**src/logic/scss_pkg.sv**
```systemverilog
// Package for the system clock source select block: map, fields, modes, timing
package scss_pkg;

	// Register byte offsets
	localparam logic [7:0] OFS_OSC_CONTROL = 8'h00;
	localparam logic [7:0] OFS_INT_STATUS  = 8'h04;
	localparam logic [7:0] OFS_INT_MASK    = 8'h08;
	localparam logic [7:0] OFS_CLK_STATUS  = 8'h0c;

	// Oscillator control field positions
	localparam int POS_SCS  = 0;
	localparam int POS_LTS  = 1;
	localparam int POS_HTS  = 2;
	localparam int POS_STARTUP_TIMER_STATUS = 3;
	localparam int POS_IFS  = 4;

	// Reset values, and the internal_freq_select code that picks the slow oscillator
	localparam logic [2:0] IFS_RESET = 3'h6;
	localparam logic       SCS_RESET = 1'h0;
	localparam logic [2:0] IFS_SLOW  = 3'h0;

	// Interrupt event bit positions
	localparam int EV_FAIL = 0;
	localparam int EV_OST  = 1;
	localparam int EV_HTS  = 2;
	localparam int EV_W    = 3;

	// Timing: time without an external edge before the monitor declares failure
	localparam int CLK_PERIOD_NS = 10;
	localparam int FAIL_TIME_NS  = 2000;
	localparam int FAIL_CYCLES   = FAIL_TIME_NS / CLK_PERIOD_NS;
	localparam int OST_EDGES     = 1024;
	localparam int CNT_W         = 11;

	// Clock modes, in configuration-field order
	typedef enum logic [2:0] {
		ext_clock_input_mode,
		low_gain_crystal_mode,
		medium_gain_crystal_mode,
		high_gain_crystal_mode,
		resistor_capacitor_clkout_mode,
		resistor_capacitor_gpio_mode,
		internal_osc_clkout_mode,
		internal_osc_gpio_mode
	} scss_mode_e;

	// System clock source codes
	typedef enum logic [1:0] {
		SRC_EXT,
		SRC_FAST,
		SRC_SLOW
	} scss_src_e;

	// Pin drive group: output value and active-low enable
	typedef struct packed {
		logic o;
		logic oe_n;
	} scss_pin_s;

	// AHB data phase bookkeeping
	typedef struct packed {
		logic       wr;
		logic       rd;
		logic [7:0] addr;
	} scss_bus_s;

endpackage

```
**src/logic/scss_top.sv**
```systemverilog
// System clock source select with fail-safe monitor and AHB-Lite registers
`timescale 1ns/100ps
`default_nettype none

// How it works
// RL1: Eight clock modes come from the three-bit clock_mode_select strap.
// RL2: External clock input mode runs from the external clock; pin a is GPIO.
// RL3: Crystal modes drive the oscillator at low, medium or high gain.
// RL4: RC clock-out mode runs from RC and drives clock/4 on pin a.
// RL5: RC GPIO mode runs from RC and leaves pin a as GPIO.
// RL6: Internal clock-out mode drives clock/4 on pin a; pin b is GPIO.
// RL7: Internal GPIO mode runs internally; pins a and b are both GPIO.
// RL8: Software picks external or internal system clock at run time.
// RL9: Two-speed start-up runs internally until the external oscillator is ready.
// RL10: Fail-safe monitor switches to internal oscillator when the external clock stops.
// RL11: Two internal oscillators: fast calibrated and slow uncalibrated.
// RL12: fast_osc_stable is read-only and reads 0 while the fast oscillator is unstable.
// RL13: slow_osc_stable reads 1 once the slow oscillator is stable.
// RL14: Reset loads internal_freq_select 110, clears system_clock_select; top bit reads 0.
// RL15: system_clock_select 1 picks internal block; 0 picks the configured mode's source.
module scss_top #(
	parameter int FAIL_CYC = scss_pkg::FAIL_CYCLES,
	parameter int OST_CNT  = scss_pkg::OST_EDGES
) (
	// Clock and reset
	input  wire logic        hclk,
	input  wire logic        hresetn,
	// AHB-Lite slave
	input  wire logic        hsel,
	input  wire logic [31:0] haddr,
	input  wire logic [1:0]  htrans,
	input  wire logic        hwrite,
	input  wire logic [2:0]  hsize,
	input  wire logic [31:0] hwdata,
	input  wire logic        hready,
	output logic [31:0]      hrdata,
	output logic             hreadyout,
	output logic             hresp,
	// Configuration straps, caught once after reset release
	input  wire logic [2:0]  clock_mode_select,
	input  wire logic        two_speed_enable,
	input  wire logic        fail_safe_enable,
	// Oscillator pins and status from the analog side
	input  wire logic        ext_clk_in,
	input  wire logic        fast_osc_ready,
	input  wire logic        slow_osc_ready,
	// Shared pins
	input  wire logic        pin_a_i,
	output logic             pin_a_o,
	output logic             pin_a_oe_n,
	input  wire logic        pin_b_i,
	output logic             pin_b_o,
	output logic             pin_b_oe_n,
	// Port logic side of the shared pins
	input  wire logic        gpio_a_out,
	input  wire logic        gpio_a_drive,
	input  wire logic        gpio_b_out,
	input  wire logic        gpio_b_drive,
	output logic             gpio_a_in,
	output logic             gpio_b_in,
	// Clock tree control and interrupt
	output scss_pkg::scss_src_e sys_clk_src,
	output logic [1:0]       xtal_gain,
	output logic [2:0]       internal_freq_select,
	output logic             irq
);

	localparam logic [scss_pkg::CNT_W-1:0] FAIL_LIM = scss_pkg::CNT_W'(FAIL_CYC);
	localparam logic [scss_pkg::CNT_W-1:0] OST_LIM  = scss_pkg::CNT_W'(OST_CNT);

	typedef struct packed {
		logic                        cfg_done;
		scss_pkg::scss_mode_e        mode;
		logic                        two_speed;
		logic                        fail_safe_clock_monitor_en;
		logic [2:0]                  ifs;
		logic                        system_clock_select;
		logic [2:0]                  ext_sync;
		logic [2:0]                  fast_sync;
		logic [1:0]                  slow_sync;
		logic [1:0]                  pa_sync;
		logic [1:0]                  pb_sync;
		logic [scss_pkg::CNT_W-1:0]  edge_cnt;
		logic [scss_pkg::CNT_W-1:0]  watch_cnt;
		logic                        ost_done;
		logic                        failed;
		logic [scss_pkg::EV_W-1:0]   istat;
		logic [scss_pkg::EV_W-1:0]   imask;
		logic [1:0]                  div;
		scss_pkg::scss_pin_s         pa;
		scss_pkg::scss_pin_s         pb;
		logic                        gpa_in;
		logic                        gpb_in;
		scss_pkg::scss_src_e         src;
		logic [1:0]                  gain;
		logic                        irq;
		scss_pkg::scss_bus_s         bus;
		logic                        hready;
		logic [31:0]                 rdata;
	} scss_state_s;

	scss_state_s s_q;
	scss_state_s s_d;

	// Modes that run from something outside the chip
	function automatic logic is_external(input scss_pkg::scss_mode_e m);
		return (m != scss_pkg::internal_osc_clkout_mode) &&
		       (m != scss_pkg::internal_osc_gpio_mode);
	endfunction

	// Crystal modes need the start-up timer; others count as ready at the first edge
	function automatic logic is_crystal(input scss_pkg::scss_mode_e m);
		return (m == scss_pkg::low_gain_crystal_mode) ||
		       (m == scss_pkg::medium_gain_crystal_mode) ||
		       (m == scss_pkg::high_gain_crystal_mode);
	endfunction

	// Oscillator control byte as software sees it
	function automatic logic [7:0] osc_ctrl_byte(input scss_state_s s);
		logic [7:0] b;
		b = 8'h00;
		b[scss_pkg::POS_IFS +: 3] = s.ifs;
		b[scss_pkg::POS_STARTUP_TIMER_STATUS]     = s.ost_done & ~s.failed & (s.src == scss_pkg::SRC_EXT);
		b[scss_pkg::POS_HTS]      = s.fast_sync[1];
		b[scss_pkg::POS_LTS]      = s.slow_sync[1];
		b[scss_pkg::POS_SCS]      = s.system_clock_select;
		return b;
	endfunction

	logic                      ext_rise;
	logic                      ext_mode;
	logic                      use_internal;
	logic                      start_internal;
	logic [scss_pkg::EV_W-1:0] ev;
	logic [scss_pkg::EV_W-1:0] w1c;
	logic [7:0]                rsel;
	logic                      hts_rise;
	logic                      ost_now;
	scss_pkg::scss_pin_s       pa_n;
	scss_pkg::scss_pin_s       pb_n;

	always_comb begin
		s_d = s_q;
		ev  = '0;
		w1c = '0;

		// Straps are caught once, on the first edge after reset release
		if (!s_q.cfg_done) begin
			s_d.cfg_done  = 1'b1;
			s_d.mode      = scss_pkg::scss_mode_e'(clock_mode_select); // RL1
			s_d.two_speed = two_speed_enable;
			s_d.fail_safe_clock_monitor_en   = fail_safe_enable;
		end

		// Pin and analog inputs pass two flops before use
		s_d.ext_sync  = {s_q.ext_sync[1:0], ext_clk_in};
		s_d.fast_sync = {s_q.fast_sync[1:0], fast_osc_ready};
		s_d.slow_sync = {s_q.slow_sync[0], slow_osc_ready};
		s_d.pa_sync   = {s_q.pa_sync[0], pin_a_i};
		s_d.pb_sync   = {s_q.pb_sync[0], pin_b_i};
		s_d.gpa_in    = s_q.pa_sync[1];
		s_d.gpb_in    = s_q.pb_sync[1];
		ext_rise      = s_q.ext_sync[1] & ~s_q.ext_sync[2];
		hts_rise      = s_q.fast_sync[1] & ~s_q.fast_sync[2]; // Third stage keeps edges off stage one
		ext_mode      = s_q.cfg_done & is_external(s_q.mode);

		// Start-up timer counts external edges; crystal needs the full count
		ost_now = 1'b0;
		if (ext_mode && !s_q.ost_done && ext_rise) begin
			s_d.edge_cnt = s_q.edge_cnt + 1'b1;
			if (!is_crystal(s_q.mode) || (s_d.edge_cnt >= OST_LIM)) begin
				s_d.ost_done = 1'b1;
				ost_now      = 1'b1;
			end
		end

		// Fail-safe monitor: a silent external clock for the limit means failure
		if (ext_rise || !ext_mode) begin
			s_d.watch_cnt = '0;
		end else if (s_q.watch_cnt != FAIL_LIM) begin
			s_d.watch_cnt = s_q.watch_cnt + 1'b1;
		end
		if (ext_mode && s_q.fail_safe_clock_monitor_en && !s_q.failed &&
		    (s_q.watch_cnt == FAIL_LIM)) begin
			s_d.failed = 1'b1; // RL10
		end

		// Source choice: software select, two-speed hand-over, fail-safe fallback
		start_internal = s_q.two_speed & is_crystal(s_q.mode) & ~s_q.ost_done; // RL9
		use_internal   = s_q.system_clock_select | ~ext_mode | s_q.failed | start_internal; // RL8 RL15 RL10
		if (!use_internal) begin
			s_d.src = scss_pkg::SRC_EXT; // RL2 RL4 RL5
		end else if (s_q.ifs == scss_pkg::IFS_SLOW) begin
			s_d.src = scss_pkg::SRC_SLOW; // RL11
		end else begin
			s_d.src = scss_pkg::SRC_FAST; // RL11
		end

		// Oscillator drive strength follows the crystal mode; zero until the straps are caught
		case (s_q.mode)
			scss_pkg::low_gain_crystal_mode:    s_d.gain = 2'h1; // RL3
			scss_pkg::medium_gain_crystal_mode: s_d.gain = 2'h2; // RL3
			scss_pkg::high_gain_crystal_mode:   s_d.gain = 2'h3; // RL3
			default:                            s_d.gain = 2'h0;
		endcase
		if (!s_q.cfg_done) begin
			s_d.gain = 2'h0;
		end

		// Quarter-rate clock output, high for two cycles of every four
		s_d.div = s_q.div + 2'h1;

		// Shared pin use per mode; oe_n high leaves the pin to the oscillator
		pa_n = '{o: gpio_a_out, oe_n: ~gpio_a_drive};
		pb_n = '{o: 1'b0, oe_n: 1'b1};
		case (s_q.mode)
			scss_pkg::ext_clock_input_mode,
			scss_pkg::resistor_capacitor_gpio_mode: begin
				pa_n = '{o: gpio_a_out, oe_n: ~gpio_a_drive}; // RL2 RL5
			end
			scss_pkg::resistor_capacitor_clkout_mode: begin
				pa_n = '{o: s_q.div[1], oe_n: 1'b0}; // RL4
			end
			scss_pkg::internal_osc_clkout_mode: begin
				pa_n = '{o: s_q.div[1], oe_n: 1'b0}; // RL6
				pb_n = '{o: gpio_b_out, oe_n: ~gpio_b_drive}; // RL6
			end
			scss_pkg::internal_osc_gpio_mode: begin
				pa_n = '{o: gpio_a_out, oe_n: ~gpio_a_drive}; // RL7
				pb_n = '{o: gpio_b_out, oe_n: ~gpio_b_drive}; // RL7
			end
			default: begin
				pa_n = '{o: 1'b0, oe_n: 1'b1};
			end
		endcase
		if (!s_q.cfg_done) begin
			pa_n = '{o: 1'b0, oe_n: 1'b1};
			pb_n = '{o: 1'b0, oe_n: 1'b1};
		end
		s_d.pa = pa_n;
		s_d.pb = pb_n;

		// Bus data phase: writes land at the end of it
		s_d.hready = 1'b1;
		if (s_q.bus.wr) begin
			case (s_q.bus.addr)
				scss_pkg::OFS_OSC_CONTROL: begin
					s_d.ifs = hwdata[scss_pkg::POS_IFS +: 3]; // RL14
					s_d.system_clock_select = hwdata[scss_pkg::POS_SCS]; // RL8
				end
				scss_pkg::OFS_INT_STATUS: w1c = hwdata[scss_pkg::EV_W-1:0];
				scss_pkg::OFS_INT_MASK:   s_d.imask = hwdata[scss_pkg::EV_W-1:0];
				default: ;
			endcase
		end

		// Reads take one wait cycle so a write just before is seen
		rsel = s_q.bus.addr;
		if (s_q.bus.rd && !s_q.hready) begin
			case (rsel)
				scss_pkg::OFS_OSC_CONTROL: s_d.rdata = {24'h0, osc_ctrl_byte(s_q)}; // RL12 RL13 RL14
				scss_pkg::OFS_INT_STATUS:  s_d.rdata = {29'h0, s_q.istat};
				scss_pkg::OFS_INT_MASK:    s_d.rdata = {29'h0, s_q.imask};
				scss_pkg::OFS_CLK_STATUS:  s_d.rdata = {24'h0, s_q.src, s_q.failed,
				                                        s_q.ost_done, 1'b0, s_q.mode};
				default:                   s_d.rdata = 32'h0;
			endcase
		end
		if (s_q.bus.rd && !s_q.hready) begin
			s_d.bus.rd = 1'b0;
		end else begin
			s_d.bus = '{wr: 1'b0, rd: 1'b0, addr: 8'h00};
		end
		if (hsel && htrans[1] && hready) begin
			s_d.bus = '{wr: hwrite, rd: ~hwrite, addr: {haddr[7:2], 2'b00}};
			if (!hwrite) begin
				s_d.hready = 1'b0;
			end
		end

		// Sticky events; a new event wins over a clear in the same cycle
		ev[scss_pkg::EV_FAIL] = s_d.failed & ~s_q.failed;
		ev[scss_pkg::EV_OST]  = ost_now;
		ev[scss_pkg::EV_HTS]  = hts_rise;
		s_d.istat = (s_q.istat & ~w1c) | ev;
		s_d.irq   = |(s_d.istat & s_d.imask);
	end

	// One register for all state; straps are never read under reset
	always_ff @(posedge hclk or negedge hresetn) begin
		if (!hresetn) begin
			s_q        <= '0;
			s_q.mode   <= scss_pkg::ext_clock_input_mode;
			s_q.ifs    <= scss_pkg::IFS_RESET; // RL14
			s_q.system_clock_select    <= scss_pkg::SCS_RESET; // RL14
			s_q.pa     <= '{o: 1'b0, oe_n: 1'b1};
			s_q.pb     <= '{o: 1'b0, oe_n: 1'b1};
			s_q.src    <= scss_pkg::SRC_FAST;
			s_q.hready <= 1'b1;
		end else begin
			s_q <= s_d;
		end
	end

	// Every output but hresp straight from the state register; hresp is tied to 0
	assign hrdata               = s_q.rdata;
	assign hreadyout            = s_q.hready;
	assign hresp                = 1'b0;
	assign pin_a_o              = s_q.pa.o;
	assign pin_a_oe_n           = s_q.pa.oe_n;
	assign pin_b_o              = s_q.pb.o;
	assign pin_b_oe_n           = s_q.pb.oe_n;
	assign gpio_a_in            = s_q.gpa_in;
	assign gpio_b_in            = s_q.gpb_in;
	assign sys_clk_src          = s_q.src;
	assign xtal_gain            = s_q.gain;
	assign internal_freq_select = s_q.ifs;
	assign irq                  = s_q.irq;

endmodule

`default_nettype wire

```
**config.mk**
```make
export PLATFORM = sky130hd
export DESIGN_NAME = scss_top
export DESIGN_NICKNAME = d
export VERILOG_FILES = /design/src/logic/scss_pkg.sv /design/src/logic/scss_top.sv
export SDC_FILE = /design/constraint.sdc
export NUM_CORES = 1
export LEC_CHECK = 0
export ABC_AREA = 1
export CORE_MARGIN = 4
export CORE_UTILIZATION = 55
export CTS_CLUSTER_SIZE = 8
export DETAILED_ROUTE_END_ITERATION = 8
export DONT_BUFFER_PORTS = 1
export GPL_TIMING_DRIVEN = 0
export PLACE_DENSITY = 0.77
export SYNTH_ARGS = -nofsm -noshare
export SYNTH_HDL_FRONTEND = slang
export SYNTH_SLANG_ARGS = --single-unit
```
**constraint.sdc**
```tcl
create_clock -name hclk -period 1.5 [get_ports hclk]
set_input_delay 0.075 -clock hclk [delete_from_list [all_inputs] [get_ports hclk]]
set_output_delay 0.075 -clock hclk [all_outputs]
set_load 0.02 [all_outputs]
```
### Word-level counts from Yosys, hierarchy flattened

Cells that the tools add are included.

* register bits: 108
* latch bits: 0
* RAM bits: 0
* bits in read-only memories: 0
* memories: 0

* add/subtract/negate cells: 3
* multipliers: 0
* divide/modulo/power cells: 0
* magnitude comparators: 1
* equal/unequal tests: 15
* shift operators: 0
* mux-type cells: 22
* bitwise operators: 23
* reductions and logical operators: 29

Operator list (number)
* two-way mux 11 bit: 3
* one-hot mux 8 bit (4 select lines): 1
* adder 11 x 1 -> 11 bit, second input constant: 2
* == test 8 x 4 -> 1 bit, second input constant: 2
* == test 3 bit, second input constant: 4
* two-way mux 2 bit: 6
* two-way mux 3 bit: 4
* == test 11 x 8 -> 1 bit, second input constant: 1
* greater-or-equal comparator 11 bit, second input constant: 1
* inequality test 11 x 8 -> 1 bit, second input constant: 1
* logical AND 1 bit: 9
* AND 1 bit: 8
* == test 8 x 3 -> 1 bit, second input constant: 1
* logical NOT 8 bit: 1
* two-way mux 8 bit: 1
* inverter 1 bit: 8
* AND 3 bit: 2
* == test 3 x 2 -> 1 bit, second input constant: 2
* logical NOT 3 bit: 2
* inequality test 3 bit, second input constant: 2
* one-hot mux 2 bit (3 select lines): 1
* OR reduction 3 bit: 2
* logical NOT 1 bit: 5
* two-way mux 1 bit: 5
* 12 further kinds: 19

### Depth between registers and ports, before layout

* word-level depth: 11
* mapped depth: 10
* depth with buffers taken out: 10

### Worst setup path after synthesis

Ideal clock, no wire load.

* path kind: register -> register
* start point: reg s_q[64] (netlist name)
* end point: reg s_q[74] (netlist name)
* setup time: 0.119 ns
* data arrival time: 1.094 ns
* path slack: 0.287 ns
* cell stages (with the launch flop): 7
* cells stage by stage: dfrtp_1 -> ha_1 -> nand2_1 -> nor3_4 -> nand3_2 -> xor2_1 -> nor2_2

* longest elaborated chain between the ends: 3
* elaborated cells between the ends (all ways): 5
* those cells by class: add/sub (1); eq/ne (1); mux (2); reduce/logical (1)

RTL lines
* start: declaration: line scss_top.sv:102 `scss_state_s s_q;`
* adder 11 x 1 -> 11 bit: line scss_top.sv:181 `s_d.watch_cnt = s_q.watch_cnt + 1'b1;`
* two-way mux 11 bit: line scss_top.sv:180 `end else if (s_q.watch_cnt != FAIL_LIM) begin`
* two-way mux 11 bit: line scss_top.sv:178 `if (ext_rise || !ext_mode) begin`

Several ways; a longest one is shown, not always the timed one. The select of a mux whose other input is x is not followed.
A chain may end at the register's enable or synchronous reset.

### Final worst setup path

* start point: reg s_q, in the netlist rsel[5]
* end point: reg s_q, in the netlist hrdata[5]

* longest elaborated chain between the ends: 2
* elaborated cells between the ends (all ways): 5
* those cells by class: eq/ne (3); mux (1); reduce/logical (1)

RTL lines
* == test 8 x 4 -> 1 bit (tied with other cells): line scss_top.sv:260 `case (rsel)`
* one-hot mux 8 bit (4 select lines) *: line scss_top.sv:260

Every way passes the cells marked *; elsewhere a longest branch is shown, timed or not.

==> run metrics <==
H-tree levels 3; initial antenna violation count 0; PortBufs 0; period utilisation layout a little over nine tenths; violated checks negative hold slack; Final HPWL DP between 5000 and 6000 um; min cycle time layout about 1.4 ns; worst hold slack -0.601 ns; final std cells w/o fill about 560; Num Clock Sinks 82; Primary FF master, synth dfrtp_1; WP data required 1.80 ns; Synth Register Bits between 80 and 90; die width 91.1 um; placed cell count 514; outcome finished with violations; worst min-delay path class in2async; Root Driver clkbuf_8; Routed Antenna Nets 0; gpl congestion between 0.8 and 0.9; Core Area between 0.006 and 0.007 mm^2; largest net degree at the start of global routing 83; CTS buffer count 9; final hold vios 82; Crit-path slowest cell dfrtp_1; Yosys top cell area share about 50%; Synth Instances 410; Die Span Y between 90 and 100 um; YS warnings 0; clock buffer depth 2; vias in the first global route roughly 2,700; CP Class reg2reg; Max Cap Viol 0; die area a little over 0.008 mm^2; fin. max-slew vios 0; final net count 565; Place WS approximately 0.070 ns; setup tns final 0 ns; Crit Path Max Fanout 4; Iter 0 DRT Violations between 150 and 200; Critical Path Max Stage Delay between 0.3 and 0.4 ns; final setup fails 0; first-pass GRT wire length ~12,000 um; most common cell after layout, fill and taps aside nand2_1; Synth async-reset ratio 100%; # diodes 0; layout cell share with drive strength beyond 1 20.7%; DRC Markers 0; Fmax achieved between 0.7 and 0.8 GHz; Power Density ~1100 mW/mm^2; # hold bufs at CTS 27; Most common cell on crit path nand2_1; CP Launch Type register; commonest cells after routing, fill and taps aside nand2_1, dfrtp_1, inv_1; clock latency on the worst-skew pair 0.36 ns; Layout Skew approximately 0.016 ns; Critical Path End Type register; Synth-to-Final Area Change 18.4%; DR WL/cell 13.3 um; synthesized area per cell a little over 9 um^2; Netlist cell types 37; Leakage Power approximately 2.3 nW; global-route usage over all layers between 10% and 20%; gr ovfl total 0; largest cells by area after synthesis dfrtp_1, nand2_1, buf_4; DR vias ~2,800; CP Cell Sequence inv_1 > nand2_1 > nor2_1 > nand2_1 > o22ai_1 > nand2_1 > nand2_1; area leader, netlist dfrtp_1; Vias/cell around 5; final wirelength approximately 7500 um; Post-synth EDFFs 0; Detailed Routing Iterations Pass 1 4; clk slew on worst S/H paths around 0.09 ns; I/O pins about 140; Syn Std Cell Area 0.00379 mm^2; crit path DAT 1.72 ns; VDD IR-drop max 0.000562 V; Initial Util 56.1%; CTS tree done; RSZ-0062 raised after global routing yes; final worst setup slack between 0.07 and 0.08 ns; share of the yosys chip area belonging to registers 54.3%; Rows 30
-- logic make-up after synthesis --
family | synth area share (%)
compound gates | 5.51
simple gates | 23.0
other cells | 0.198
flops | 54.3
buf+inv | 13.5
xor+xnor | 2.54
fa+ha+maj | 0.990
-- metrics by stage --
step / cell area, um^2 / total power, mW / utilization (%)
CTS: 4440 / 4.74 / 65.7
finish: 4490 / 4.76 / 66.5
global placement: 3980 / 3.17 / 59.0
global route: 4490 / 4.99 / 66.5
detailed placement: 3980 / 3.19 / 59.0
floorplan: 3880 / 3.08 / -
-- power breakdown --
group | switching (mW) | internal [mW] | total, mW
sequential | 0.140 | 2.40 | 2.54
combinational | 0.398 | 0.314 | 0.713
clock | 0.874 | 0.630 | 1.50
total | 1.41 | 3.34 | 4.76
-- metal layers --
layer | routed length (um) | global-route usage, %
met1 | 3060 | 22.3
met5 | 0 | 0
met2 | 3760 | 30.7
met3 | 506 | 5.72
met4 | 125 | 6.66
-- critical path: cells and delay by family (launching register included) --
kind                   cells  cell delay, ns
DFF                        1            0.39
buffers and inverters      1            0.09
AOI/OAI and AO/OA          1            0.20
and+or+nand+nor            5            0.68
-- cells in the mapped netlist (5+ instances only) --
master,count
xor2_1,5
dfrtp_1,76
o22ai_1,9
o21ai_0,7
nand2_1,88
nor2_1,29
xnor2_1,6
nand3_1,25
a21oi_1,10
nor3_1,6
buf_4,40
dfstp_2,6
inv_1,45
nand4_1,15
-- state kept, by name, summed over array words and instances, names as in the netlist --
signal and flops:
rsel 6, hrdata 8, pin_a_o 1, hreadyout 1, gpio_a_in 1, sys_clk_src 2, s_d 9, xtal_gain 2
pin_b_oe_n 1, pin_a_oe_n 1, pin_b_o 1, s_q 44, internal_freq_select 3, irq 1, gpio_b_in 1
-- area by class of cell --
type | instances | area (um^2)
fill | 529 | 2270
sequential | 82 | 2060
multi-input combinational | 259 | 1340
buffer | 44 | 329
timing repair buffer | 29 | 285
inverter | 49 | 189
clock buffer | 9 | 124
tap | 80 | 100
clock inverter | 7 | 60.1
-- path summary, 6_finish.rpt --
path,cells past startpoint,end,start,slack [ns]
min in group hclk,5,s_q[61],hwdata[2],0.03
min,0,s_q[67],hresetn,-0.60
max in group asynchronous,0,hreadyout,hresetn,1.89
min reg2reg,0,s_q[91],s_d[91],0.35
max reg2reg,7,hrdata[5],rsel[5],0.08
max,7,hrdata[5],rsel[5],0.08
-- timing repair --
action | in CTS | in global routing
gates resized for setup | 0 | 11
endpoints found under the setup margin | 0 | 7
endpoints found under the hold margin | 114 | 82
buffers inserted | 0 | 2
Power figures use the tool's default switching activity.
